===== config.mk =====
export PLATFORM = sky130hd
export DESIGN_NAME = lmx_top
export DESIGN_NICKNAME = d
export VERILOG_FILES = /design/src/rtl/lmx_pkg.sv /design/src/rtl/lmx_top.sv /design/src/rtl/lmx_lane_sel.sv /design/src/rtl/lmx_sync_mon.sv
export SDC_FILE = /design/constraint.sdc
export NUM_CORES = 1
export LEC_CHECK = 0
export BUFFER_PORTS_ARGS = -buffer_cell sky130_fd_sc_hd__buf_2
export CORE_MARGIN = 4
export CORE_UTILIZATION = 51
export DETAILED_ROUTE_END_ITERATION = 10
export PLACE_DENSITY = 0.71
export SLEW_MARGIN = 0
export SYNTH_ARGS = -nofsm -noshare
export SYNTH_HDL_FRONTEND = slang
export SYNTH_SLANG_ARGS = --single-unit

===== constraint.sdc =====
create_clock -name clk_sys_in -period 2.3 [get_ports clk_sys_in]
set_input_delay 0.575 -clock clk_sys_in [delete_from_list [all_inputs] [get_ports clk_sys_in]]
set_output_delay 0.575 -clock clk_sys_in [all_outputs]
set_load 0.05 [all_outputs]

===== src/rtl/lmx_pkg.sv =====
// Constants shared by the lane router, sync monitor and pin function logic.
package lmx_pkg;
   localparam int ADDR_W    = 12;
   localparam int DATA_W    = 8;
   localparam int NUM_LANES = 16;
   localparam int SEL_W     = 4;
   localparam int NUM_PAIRS = 8;
   localparam int PAIR_W    = 3;
   localparam int WIN_FLAGS = 5;
   localparam int PIN_W     = 5;
   localparam int IRQ_W     = 2;

   localparam logic [ADDR_W-1:0] OFS_SYNC_CLR    = 12'h102;
   localparam logic [ADDR_W-1:0] OFS_OUT_CTRL    = 12'h116;
   localparam logic [ADDR_W-1:0] OFS_ROUTE_FIRST = 12'h117;
   localparam logic [ADDR_W-1:0] OFS_ROUTE_LAST  = 12'h11e;
   localparam logic [ADDR_W-1:0] OFS_HIGH_FREQ   = 12'h132;
   localparam logic [ADDR_W-1:0] OFS_SYNC_STAT   = 12'h140;
   localparam logic [ADDR_W-1:0] OFS_PIN_FUNC    = 12'h146;
   localparam logic [ADDR_W-1:0] OFS_IRQ_STAT    = 12'h150;
   localparam logic [ADDR_W-1:0] OFS_IRQ_EN      = 12'h151;
   localparam logic [ADDR_W-1:0] OFS_IRQ_CLR     = 12'h152;

   localparam int BIT_ROUTE_EN  = 7;
   localparam int BIT_SYNC_CLR  = 6;
   localparam int BIT_HIGH_FREQ = 7;
   localparam int BIT_SEEN      = 6;
   localparam int BIT_ANY       = 5;
   localparam int ODD_SEL_LSB   = 4;
   localparam int EVEN_SEL_LSB  = 0;
   localparam int IRQ_SEEN      = 0;
   localparam int IRQ_WINDOW    = 1;

   localparam logic [DATA_W-1:0] RST_BYTE     = 8'h00;
   localparam logic [PIN_W-1:0]  RST_PIN_CODE = 5'h00;
   localparam logic [IRQ_W-1:0]  RST_IRQ      = 2'h0;

   localparam logic [PIN_W-1:0] PF_SYNC_ONLY     = 5'h00;
   localparam logic [PIN_W-1:0] PF_SYNC_PDN      = 5'h03;
   localparam logic [PIN_W-1:0] PF_SYNC_EXTREF   = 5'h04;
   localparam logic [PIN_W-1:0] PF_OSC_SEL       = 5'h05;
   localparam logic [PIN_W-1:0] PF_SYNC_ONLY_ALT = 5'h08;
   localparam logic [PIN_W-1:0] PF_SYNC_OVR      = 5'h09;
   localparam logic [PIN_W-1:0] PF_PDN_ONLY      = 5'h0a;
   localparam logic [PIN_W-1:0] PF_PDN_OVR       = 5'h0b;
   localparam logic [PIN_W-1:0] PF_OVR_SPLIT     = 5'h12;
endpackage : lmx_pkg


===== src/rtl/lmx_top.sv =====
// Lane router, sync window monitor and pin function register bank.
// Functional notes
// Each routing register holds an odd-lane selector in bits 7-4 and an even-lane selector in bits 3-0.
// Selector value n routes internal bus lane n, 0000 to lane zero and 1111 to lane fifteen.
// Software sets the router enable bit at bit 7 of 0x116 before routing selectors take effect.
// With the router enable clear the selectors are ignored, when set they govern every output lane.
// With routing disabled each output lane carries the internal lane of the same index.
// Software sets the high input frequency bit above 500MHz, clears it below, and writes zeros elsewhere.
// The sync detect bit sets on a detected reference and holds until its clear bit or a reset.
// The combined window flag is the OR of the five window flags.
// The sync reference is captured on the falling clock edge as the window reference.
// A transition within -60 to +140 ps raises the matching flag, all flags refresh on each rising edge.
// Flag bins cover leads of 20-60ps, within 20ps, and lags of 20-60, 60-100 and 100-140ps.
// The five-bit pin code gives pin 0 the sync input for 00000 and 01000, plus power down or reference select on pin 1 for 00011 and 00100.
// Code 00101 makes both pins oscillator profile select inputs, pin 0 low bit and pin 1 high bit.
// Code 10010 drives overrange of channel A on pin 0 and of channel B on pin 1.
// Code 01010 makes pin 0 power down, and 01011 adds the combined overrange on pin 1.
// Code 01001 makes pin 0 the sync input and drives the combined overrange on pin 1.
// Pins without a function are ignored as inputs and do not drive.
`timescale 1ns/1ps
`default_nettype none
module lmx_top
   import lmx_pkg::*;
(
   input  wire logic                 clk_sys_in,
   input  wire logic                 nrst_in,
   input  wire logic                 ce_in,
   input  wire logic [ADDR_W-1:0]    reg_addr_in,
   input  wire logic [DATA_W-1:0]    reg_wdata_in,
   input  wire logic                 reg_wr_in,
   input  wire logic                 reg_rd_in,
   output logic      [DATA_W-1:0]    reg_rdata_out,
   input  wire logic [NUM_LANES-1:0] internal_bus_lane_in,
   output logic      [NUM_LANES-1:0] output_lane_out,
   output logic                      high_input_freq_mode_out,
   input  wire logic [WIN_FLAGS-1:0] window_hit_in,
   input  wire logic                 overrange_a_in,
   input  wire logic                 overrange_b_in,
   input  wire logic [1:0]           gp_pin_in,
   output logic      [1:0]           gp_pin_out,
   output logic      [1:0]           gp_pin_oe_out,
   output logic                      power_down_out,
   output logic                      ext_ref_sel_out,
   output logic      [1:0]           osc_profile_sel_out,
   output logic                      irq_out
);
   logic [DATA_W-1:0]    out_ctrl_reg;
   logic [DATA_W-1:0]    route_reg [NUM_PAIRS];
   logic [DATA_W-1:0]    high_freq_reg;
   logic [PIN_W-1:0]     pin_code_reg;
   logic [IRQ_W-1:0]     irq_stat_reg;
   logic [IRQ_W-1:0]     irq_en_reg;
   logic [IRQ_W-1:0]     irq_clr;
   logic [IRQ_W-1:0]     irq_evt;
   logic [IRQ_W-1:0]     irq_stat_next;
   logic [DATA_W-1:0]    rdata_next;
   logic [NUM_LANES-1:0] routed;
   logic [PAIR_W-1:0]    pair_idx;
   logic                 in_route_range;
   logic                 route_en;
   logic                 seen_clr;
   logic                 seen;
   logic                 any_flag;
   logic [WIN_FLAGS-1:0] bin_flags;
   logic                 seen_set;
   logic                 window_evt;
   logic                 pin0_is_sync;
   logic                 sync_ref_src;
   logic [1:0]           pin_out_next;
   logic [1:0]           pin_oe_next;
   logic                 pdn_next;
   logic                 ext_ref_next;
   logic [1:0]           osc_sel_next;
   logic                 ovr_combined;

   // Register writes.

   assign in_route_range = (reg_addr_in >= OFS_ROUTE_FIRST) &&
                           (reg_addr_in <= OFS_ROUTE_LAST);
   assign pair_idx = PAIR_W'(reg_addr_in - OFS_ROUTE_FIRST);

   always_ff @(posedge clk_sys_in or negedge nrst_in) begin
      if (!nrst_in) begin
         out_ctrl_reg <= RST_BYTE;
      end else if (ce_in && reg_wr_in && reg_addr_in == OFS_OUT_CTRL) begin
         out_ctrl_reg <= reg_wdata_in;
      end
   end

   always_ff @(posedge clk_sys_in or negedge nrst_in) begin
      if (!nrst_in) begin
         for (int i = 0; i < NUM_PAIRS; i++) begin
            route_reg[i] <= RST_BYTE;
         end
      end else if (ce_in && reg_wr_in && in_route_range) begin
         route_reg[pair_idx] <= reg_wdata_in;
      end
   end

   // Only the mode bit is kept, so stray writes to the zero bits vanish.
   always_ff @(posedge clk_sys_in or negedge nrst_in) begin
      if (!nrst_in) begin
         high_freq_reg <= RST_BYTE;
      end else if (ce_in && reg_wr_in && reg_addr_in == OFS_HIGH_FREQ) begin
         high_freq_reg <= RST_BYTE;
         high_freq_reg[BIT_HIGH_FREQ] <= reg_wdata_in[BIT_HIGH_FREQ];
      end
   end

   always_ff @(posedge clk_sys_in or negedge nrst_in) begin
      if (!nrst_in) begin
         pin_code_reg <= RST_PIN_CODE;
      end else if (ce_in && reg_wr_in && reg_addr_in == OFS_PIN_FUNC) begin
         pin_code_reg <= reg_wdata_in[PIN_W-1:0];
      end
   end

   always_ff @(posedge clk_sys_in or negedge nrst_in) begin
      if (!nrst_in) begin
         irq_en_reg <= RST_IRQ;
      end else if (ce_in && reg_wr_in && reg_addr_in == OFS_IRQ_EN) begin
         irq_en_reg <= reg_wdata_in[IRQ_W-1:0];
      end
   end

   // The detect clear is a self-clearing pulse and never reads back.
   assign seen_clr = reg_wr_in && (reg_addr_in == OFS_SYNC_CLR) &&
                     reg_wdata_in[BIT_SYNC_CLR];

   // Interrupt status: a new event beats a clear in the same cycle.

   assign irq_clr = (reg_wr_in && reg_addr_in == OFS_IRQ_CLR) ?
                    reg_wdata_in[IRQ_W-1:0] : RST_IRQ;

   always_comb begin
      irq_evt = RST_IRQ;
      irq_evt[IRQ_SEEN]   = seen_set;
      irq_evt[IRQ_WINDOW] = window_evt;
      irq_stat_next = (irq_stat_reg & ~irq_clr) | irq_evt;
   end

   always_ff @(posedge clk_sys_in or negedge nrst_in) begin
      if (!nrst_in) begin
         irq_stat_reg <= RST_IRQ;
      end else if (ce_in) begin
         irq_stat_reg <= irq_stat_next;
      end
   end

   always_ff @(posedge clk_sys_in or negedge nrst_in) begin
      if (!nrst_in) begin
         irq_out <= 1'b0;
      end else if (ce_in) begin
         irq_out <= |(irq_stat_next & irq_en_reg);
      end
   end

   // Register reads: data stand in the cycle after the strobe only.

   always_comb begin
      rdata_next = RST_BYTE;
      if (in_route_range) begin
         rdata_next = route_reg[pair_idx];
      end else begin
         unique case (reg_addr_in)
            OFS_OUT_CTRL:  rdata_next = out_ctrl_reg;
            OFS_HIGH_FREQ: rdata_next = high_freq_reg;
            OFS_SYNC_STAT: begin
               rdata_next[BIT_SEEN] = seen;
               rdata_next[BIT_ANY]  = any_flag;
               rdata_next[WIN_FLAGS-1:0] = bin_flags;
            end
            OFS_PIN_FUNC:  rdata_next[PIN_W-1:0] = pin_code_reg;
            OFS_IRQ_STAT:  rdata_next[IRQ_W-1:0] = irq_stat_reg;
            OFS_IRQ_EN:    rdata_next[IRQ_W-1:0] = irq_en_reg;
            default:       rdata_next = RST_BYTE;
         endcase
      end
   end

   always_ff @(posedge clk_sys_in or negedge nrst_in) begin
      if (!nrst_in) begin
         reg_rdata_out <= RST_BYTE;
      end else if (ce_in) begin
         reg_rdata_out <= reg_rd_in ? rdata_next : RST_BYTE;
      end
   end

   // Lane router.

   assign route_en = out_ctrl_reg[BIT_ROUTE_EN];

   for (genvar l = 0; l < NUM_LANES; l++) begin : g_lane
      logic [SEL_W-1:0] sel;
      if (l % 2 == 1) begin : g_odd
         assign sel = route_reg[l/2][ODD_SEL_LSB +: SEL_W];
      end else begin : g_even
         assign sel = route_reg[l/2][EVEN_SEL_LSB +: SEL_W];
      end
      lmx_lane_sel #(
         .LANE(l)
      ) u_sel (
         .bus_in      (internal_bus_lane_in),
         .sel_in      (sel),
         .route_en_in (route_en),
         .lane_out    (routed[l])
      );
   end

   // One cycle of latency buys clean flop-driven lane outputs.
   always_ff @(posedge clk_sys_in or negedge nrst_in) begin
      if (!nrst_in) begin
         output_lane_out <= '0;
         high_input_freq_mode_out <= 1'b0;
      end else if (ce_in) begin
         output_lane_out <= routed;
         high_input_freq_mode_out <= high_freq_reg[BIT_HIGH_FREQ];
      end
   end

   // Sync reference monitor.

   always_comb begin
      unique case (pin_code_reg)
         PF_SYNC_ONLY, PF_SYNC_ONLY_ALT, PF_SYNC_PDN,
         PF_SYNC_EXTREF, PF_SYNC_OVR: pin0_is_sync = 1'b1;
         default: pin0_is_sync = 1'b0;
      endcase
   end

   assign sync_ref_src = pin0_is_sync & gp_pin_in[0];

   lmx_sync_mon u_mon (
      .clk_sys_in     (clk_sys_in),
      .nrst_in        (nrst_in),
      .ce_in          (ce_in),
      .sync_ref_in    (sync_ref_src),
      .window_hit_in  (window_hit_in),
      .seen_clr_in    (seen_clr),
      .seen_out       (seen),
      .any_flag_out   (any_flag),
      .bin_flags_out  (bin_flags),
      .seen_set_out   (seen_set),
      .window_evt_out (window_evt)
   );

   // Pin function decode; unused pins float and their inputs are masked.

   assign ovr_combined = overrange_a_in | overrange_b_in;

   always_comb begin
      pin_out_next = 2'h0;
      pin_oe_next  = 2'h0;
      pdn_next     = 1'b0;
      ext_ref_next = 1'b0;
      osc_sel_next = 2'h0;
      unique case (pin_code_reg)
         PF_SYNC_PDN: begin
            pdn_next = gp_pin_in[1];
         end
         PF_SYNC_EXTREF: begin
            ext_ref_next = gp_pin_in[1];
         end
         PF_OSC_SEL: begin
            osc_sel_next = {gp_pin_in[1], gp_pin_in[0]};
         end
         PF_SYNC_OVR: begin
            pin_out_next[1] = ovr_combined;
            pin_oe_next[1]  = 1'b1;
         end
         PF_PDN_ONLY: begin
            pdn_next = gp_pin_in[0];
         end
         PF_PDN_OVR: begin
            pdn_next = gp_pin_in[0];
            pin_out_next[1] = ovr_combined;
            pin_oe_next[1]  = 1'b1;
         end
         PF_OVR_SPLIT: begin
            pin_out_next = {overrange_b_in, overrange_a_in};
            pin_oe_next  = 2'h3;
         end
         default: begin
            pin_oe_next = 2'h0;
         end
      endcase
   end

   always_ff @(posedge clk_sys_in or negedge nrst_in) begin
      if (!nrst_in) begin
         gp_pin_out          <= 2'h0;
         gp_pin_oe_out       <= 2'h0;
         power_down_out      <= 1'b0;
         ext_ref_sel_out     <= 1'b0;
         osc_profile_sel_out <= 2'h0;
      end else if (ce_in) begin
         gp_pin_out          <= pin_out_next;
         gp_pin_oe_out       <= pin_oe_next;
         power_down_out      <= pdn_next;
         ext_ref_sel_out     <= ext_ref_next;
         osc_profile_sel_out <= osc_sel_next;
      end
   end
endmodule : lmx_top
`default_nettype wire


===== src/rtl/lmx_lane_sel.sv =====
// One output lane selector of the lane router.
`timescale 1ns/1ps
`default_nettype none
module lmx_lane_sel
   import lmx_pkg::*;
#(
   parameter int LANE = 0
) (
   input  wire logic [NUM_LANES-1:0] bus_in,
   input  wire logic [SEL_W-1:0]     sel_in,
   input  wire logic                 route_en_in,
   output logic                      lane_out
);
   localparam logic [SEL_W-1:0] OWN_IDX = SEL_W'(LANE);

   always_comb begin
      if (route_en_in) begin
         lane_out = bus_in[sel_in];
      end else begin
         lane_out = bus_in[OWN_IDX];
      end
   end
endmodule : lmx_lane_sel
`default_nettype wire


===== src/rtl/lmx_sync_mon.sv =====
// Sync reference capture, detect flag and timing window flags.
`timescale 1ns/1ps
`default_nettype none
module lmx_sync_mon
   import lmx_pkg::*;
(
   input  wire logic                 clk_sys_in,
   input  wire logic                 nrst_in,
   input  wire logic                 ce_in,
   input  wire logic                 sync_ref_in,
   input  wire logic [WIN_FLAGS-1:0] window_hit_in,
   input  wire logic                 seen_clr_in,
   output logic                      seen_out,
   output logic                      any_flag_out,
   output logic [WIN_FLAGS-1:0]      bin_flags_out,
   output logic                      seen_set_out,
   output logic                      window_evt_out
);
   logic cap_reg;
   logic cap_d_reg;
   logic rise;

   // The falling edge gives the reference half a cycle of setup margin.
   always_ff @(negedge clk_sys_in or negedge nrst_in) begin
      if (!nrst_in) begin
         cap_reg <= 1'b0;
      end else if (ce_in) begin
         cap_reg <= sync_ref_in;
      end
   end

   always_ff @(posedge clk_sys_in or negedge nrst_in) begin
      if (!nrst_in) begin
         cap_d_reg <= 1'b0;
      end else if (ce_in) begin
         cap_d_reg <= cap_reg;
      end
   end

   assign rise = cap_reg & ~cap_d_reg;

   always_ff @(posedge clk_sys_in or negedge nrst_in) begin
      if (!nrst_in) begin
         bin_flags_out <= '0;
         any_flag_out  <= 1'b0;
      end else if (ce_in && rise) begin
         bin_flags_out <= window_hit_in;
         any_flag_out  <= |window_hit_in;
      end
   end

   // A detection in the clear cycle wins so no edge is lost.
   always_ff @(posedge clk_sys_in or negedge nrst_in) begin
      if (!nrst_in) begin
         seen_out <= 1'b0;
      end else if (ce_in) begin
         if (rise) begin
            seen_out <= 1'b1;
         end else if (seen_clr_in) begin
            seen_out <= 1'b0;
         end
      end
   end

   always_ff @(posedge clk_sys_in or negedge nrst_in) begin
      if (!nrst_in) begin
         seen_set_out   <= 1'b0;
         window_evt_out <= 1'b0;
      end else if (ce_in) begin
         seen_set_out   <= rise;
         window_evt_out <= rise & (|window_hit_in);
      end
   end
endmodule : lmx_sync_mon
`default_nettype wire


# After elaboration in Yosys (flattened, before gate mapping)
# Index checks and enable logic that the tools add are counted.
dict set report word_totals {
  reg_bits 127
  latch_bits 0
  mem_bits_rw 0
  romBits 0
  wordCells 168
  n_memories 0
}
dict set report op_classes {
  add_sub_neg 1
  multipliers 0
  div 0
  n_lt_le_gt_ge 20
  n_eq_ne 16
  n_shift 0
  muxes 71
  bitwise_logic 10
  n_reduce_logical 21
}
# operator count
set ops {}
lappend ops {{$eq 12x9->1 const B} 8}
lappend ops {{$lt 4x5->1 const B} 16}
lappend ops {{$bmux 1 s4} 16}
lappend ops {{$bwmux 64} 1}
lappend ops {{$mux 8} 5}
lappend ops {{$mux 1} 39}
lappend ops {{$bmux 8 s3} 1}
lappend ops {{$demux 8 s3} 1}
lappend ops {{$eq 5x4->1 const B} 4}
lappend ops {{$ge 12x9->1 const B} 1}
lappend ops {{$le 12x9->1 const B} 1}
lappend ops {{$logic_and 1x1->1} 12}
lappend ops {{$eq 5x3->1 const B} 2}
lappend ops {{$pmux 2 s5} 1}
lappend ops {{$reduce_or 5->1} 2}
lappend ops {{$pmux 3 s3} 1}
lappend ops {{$pmux 1 s2} 3}
lappend ops {{$reduce_or 2->1} 3}
lappend ops {{$eq 5x2->1 const B} 1}
lappend ops {{$eq 5x5->1 const B} 1}
lappend ops {{$logic_not 5->1} 1}
lappend ops {{$and 2x2->2} 2}
lappend ops {{$ge 4x4->1 const B} 1}
lappend ops {{$lt 4x1->1 const B} 1}
lappend ops {{12 further kinds} 15}

# Logic depth before layout (Yosys ltp)
dict set report depth {
  ltp_word 8
  mapped_depth 9
}

# By module
# Synthesis repeated with hierarchy kept, for this count alone.
dict set report unflattened {
  hier_cells 590
  hier_area_um2 8499.4
}
# mod instances cells_each area_each_um2 seq_area_each_um2
set by_module_without_submodules {}
lappend by_module_without_submodules {lmx_top 1 432 5725.5 2902.8}
lappend by_module_without_submodules {{lmx_lane_sel (g_lane[10].u_sel ...)} 12 8 146.4 0.0}
lappend by_module_without_submodules {{lmx_lane_sel (g_lane[0].u_sel ...)} 4 8 150.1 0.0}
lappend by_module_without_submodules {lmx_sync_mon 1 30 416.6 275.3}

==> flow_summary.json <==
{
  "status": "finished clean",
  "multi_input_area_sq_mm": 0.00478,
  "slew_headroom_pct": 51.1,
  "synth-edff-count": 0,
  "clk_pin_slew_ps": 60,
  "clk-insertion-delay-late_ps": 420,
  "syn-num-nets": 681,
  "r2r_end": "u_mon.cap_reg$_DFFE_NN0P_",
  "finClkSkew_ps": 24.9,
  "grt_max_degree": 127,
  "slew_viol_final": 0,
  "ys_types": 54,
  "seq_area_sq_mm": 0.00318,
  "worstPathMaxFanout": 5,
  "worst_slew_pin_slew_ps": 734,
  "ys_seq_area_share_pct": 38.7,
  "async_flop_share_pct": 100,
  "synth_flop_cell": "dfrtp_1",
  "grt_pass1_wl_microns": 36500,
  "clock_sinks": 127,
  "grtUsageTotal_pct": 26.7,
  "io_pins": 84,
  "numCtsBuffers": 17,
  "rr_worst_depth": 3,
  "num_vias": 6254,
  "endpoint_kind": "flip-flop",
  "synth_top_area_share_pct": 38.4,
  "hold_class": "input port to async pin",
  "drive_gt1_share_pct": 48.2,
  "yosys.area.top_type": "dfrtp_1",
  "finalHoldViolations": 0,
  "synth-seq-cells": 127,
  "synth.area.top_cells": "dfrtp_1 (38%), mux4_2 (22%), mux2_2 (11%)",
  "cts_tree": "built",
  "grt_antenna_before_repair": 0,
  "critPathArrivalTime_ps": 1330,
  "cts_hold_buf": 0,
  "area_growth_syn_to_layout_pct": 17.5,
  "required_ps": 1390,
  "core_area_sq_mm": 0.0158,
  "fin_ws_ps": 58.1,
  "row_count": 46,
  "dieArea_sq_mm": 0.0182,
  "nFillCells": 1242,
  "synth.avg_cell_area_sq_um": 13.1,
  "holdWs_ps": 236,
  "synth_area_sq_mm": 0.00820,
  "vdd_ir_drop_max_v": 0.000529,
  "die_w_microns": 135,
  "rsz0062_at_grt": "no",
  "setup_viol_count_final": 0,
  "criticalPathCategory": "flip-flop to flip-flop",
  "synth_cells": 627,
  "routed_wl_microns": 23200,
  "r2r_setup_slack_ps": 60,
  "avgRoutedWirePerCell_microns": 24.3,
  "drc": 0,
  "dr.pass1.iters": 5,
  "overflow": 0,
  "grt_pass1_vias": 6514,
  "clockBufferDepth": 2,
  "p_leak_nw": 4.05,
  "mostFrequentLayoutCells": "dfrtp_1 (126), mux2_2 (82), buf_2 (82), mux4_2 (80), mux2i_1 (70)",
  "io_buffers": 83,
  "pwr_density_cell_mw_per_mm2": 572,
  "final_common_cell": "dfrtp_1",
  "ys.warnings.count": 0,
  "largest_register_ffs": 64,
  "num_antenna_cells": 0,
  "drtAntennaViolNets": 0,
  "initial_core_util_pct": 51.8,
  "cts_root_buffer": "clkbuf_16",
  "r2r_start": "pin_code_reg[1]$_DFFE_PN0P_",
  "pre_cts_ws_ps": -312,
  "gp_congestion": 0.919,
  "die_y_microns": 135,
  "dp_hpwl_microns": 15500,
  "drt_iter0_markers": 494,
  "viasPerCell": 6.58,
  "htree_levels": 4,
  "max_cap_viol_count": 0,
  "p_total_mw": 5.51,
  "cp-start-kind": "flip-flop",
  "nets": 776
}
cell usage after synthesis (all sizes together) (2+ instances only):
master and instances:
dfrtp 126, mux2 87, mux4 80, mux2i 70, clkbuf 47, nor2 34
a21oi 28, nand2 21, buf 13, nand3 13, inv 12, o21ai 12
nand4 10, a22oi 8, nor3 7, nor2b 6, a22o 4, ha 4
o2bb2ai 4, a211o 3, a221o 3, and3 3, nor4b 3, or4b 3
a32o 2, and2 2, nand3b 2, nor3b 2, nor4 2, o221ai 2
or3 2
logic make-up after synthesis:
logic type	after synthesis	share of synthesized area [%]
mux	237	42.7
buf+inv	72	3.60
compound gates	70	5.55
flops	127	38.7
fa+ha+maj	4	0.610
simple gates	115	8.59
xor+xnor	2	0.214
layer usage:
| metal | share of wire (%) | routed length [microns] | GRT usage, % |
|---|---|---|---|
| met1 | 38 | 8910 | 33.6 |
| met2 | 50 | 11500 | 44.1 |
| met3 | 7.9 | 1830 | 5.92 |
| met4 | 3.9 | 896 | 12.5 |
| met5 | 0 | 0 | 0 |
report_power, final:
group | internal [mW] | switching [mW]
clock network | 1.41 | 0.994
registers | 2.30 | 0.0376
logic | 0.283 | 0.486
metrics by stage:
| stage | std cells | instance area (sq um) | setup TNS, ps | utilization, % |
|---|---|---|---|---|
| finish | 951 | 9640 | 0 | 60.9 |
| global route | 951 | 9640 | 0 | 60.9 |
| CTS | 951 | 9630 | 0 | 60.9 |
| detailed placement | 918 | 9100 | -13340 | 57.5 |
| global placement | 918 | 9100 | -11810 | 57.5 |
| floorplan | 627 | 8310 | -936 | - |
worst max-delay path by stage:
| stage | slack [ps] | from | endpoint |
|---|---|---|---|
| final | 60 | pin_code_reg[1]$_DFFE_PN0P_ | u_mon.cap_reg$_DFFE_NN0P_ |
| after global routing | 1 | pin_code_reg[1]$_DFFE_PN0P_ | u_mon.cap_reg$_DFFE_NN0P_ |
| after CTS | 50 | pin_code_reg[3]$_DFFE_PN0P_ | u_mon.cap_reg$_DFFE_NN0P_ |
| after detailed placement | -310 | reg_addr_in[9] | pin_code_reg[1]$_DFFE_PN0P_ |
| after global placement | -280 | reg_addr_in[9] | pin_code_reg[0]$_DFFE_PN0P_ |
| after floorplan | -120 | reg_addr_in[9] | pin_code_reg[0]$_DFFE_PN0P_ |
final cells by class:
class / count / area share, %
timing repair buffer: 136 / 8.73
clock inverter: 12 / 0.727
sequential: 127 / 33.0
tap: 216 / 2.80
clock buffer: 20 / 4.74
inverter: 12 / 0.467
multi-input combinational: 428 / 49.6
what timing repair did:
item	in CTS	in global routing
resized for setup	0	1
buffers inserted	1	0
setup endpoints to repair	2	1
cloned	0	0
critical path: stages, from the launching register on:
cell and delay [ps]:
dfrtp_1 440, nor2b_1 180, a21oi_1 190, o2bb2ai_1 100
Power figures use the tool's default switching activity.
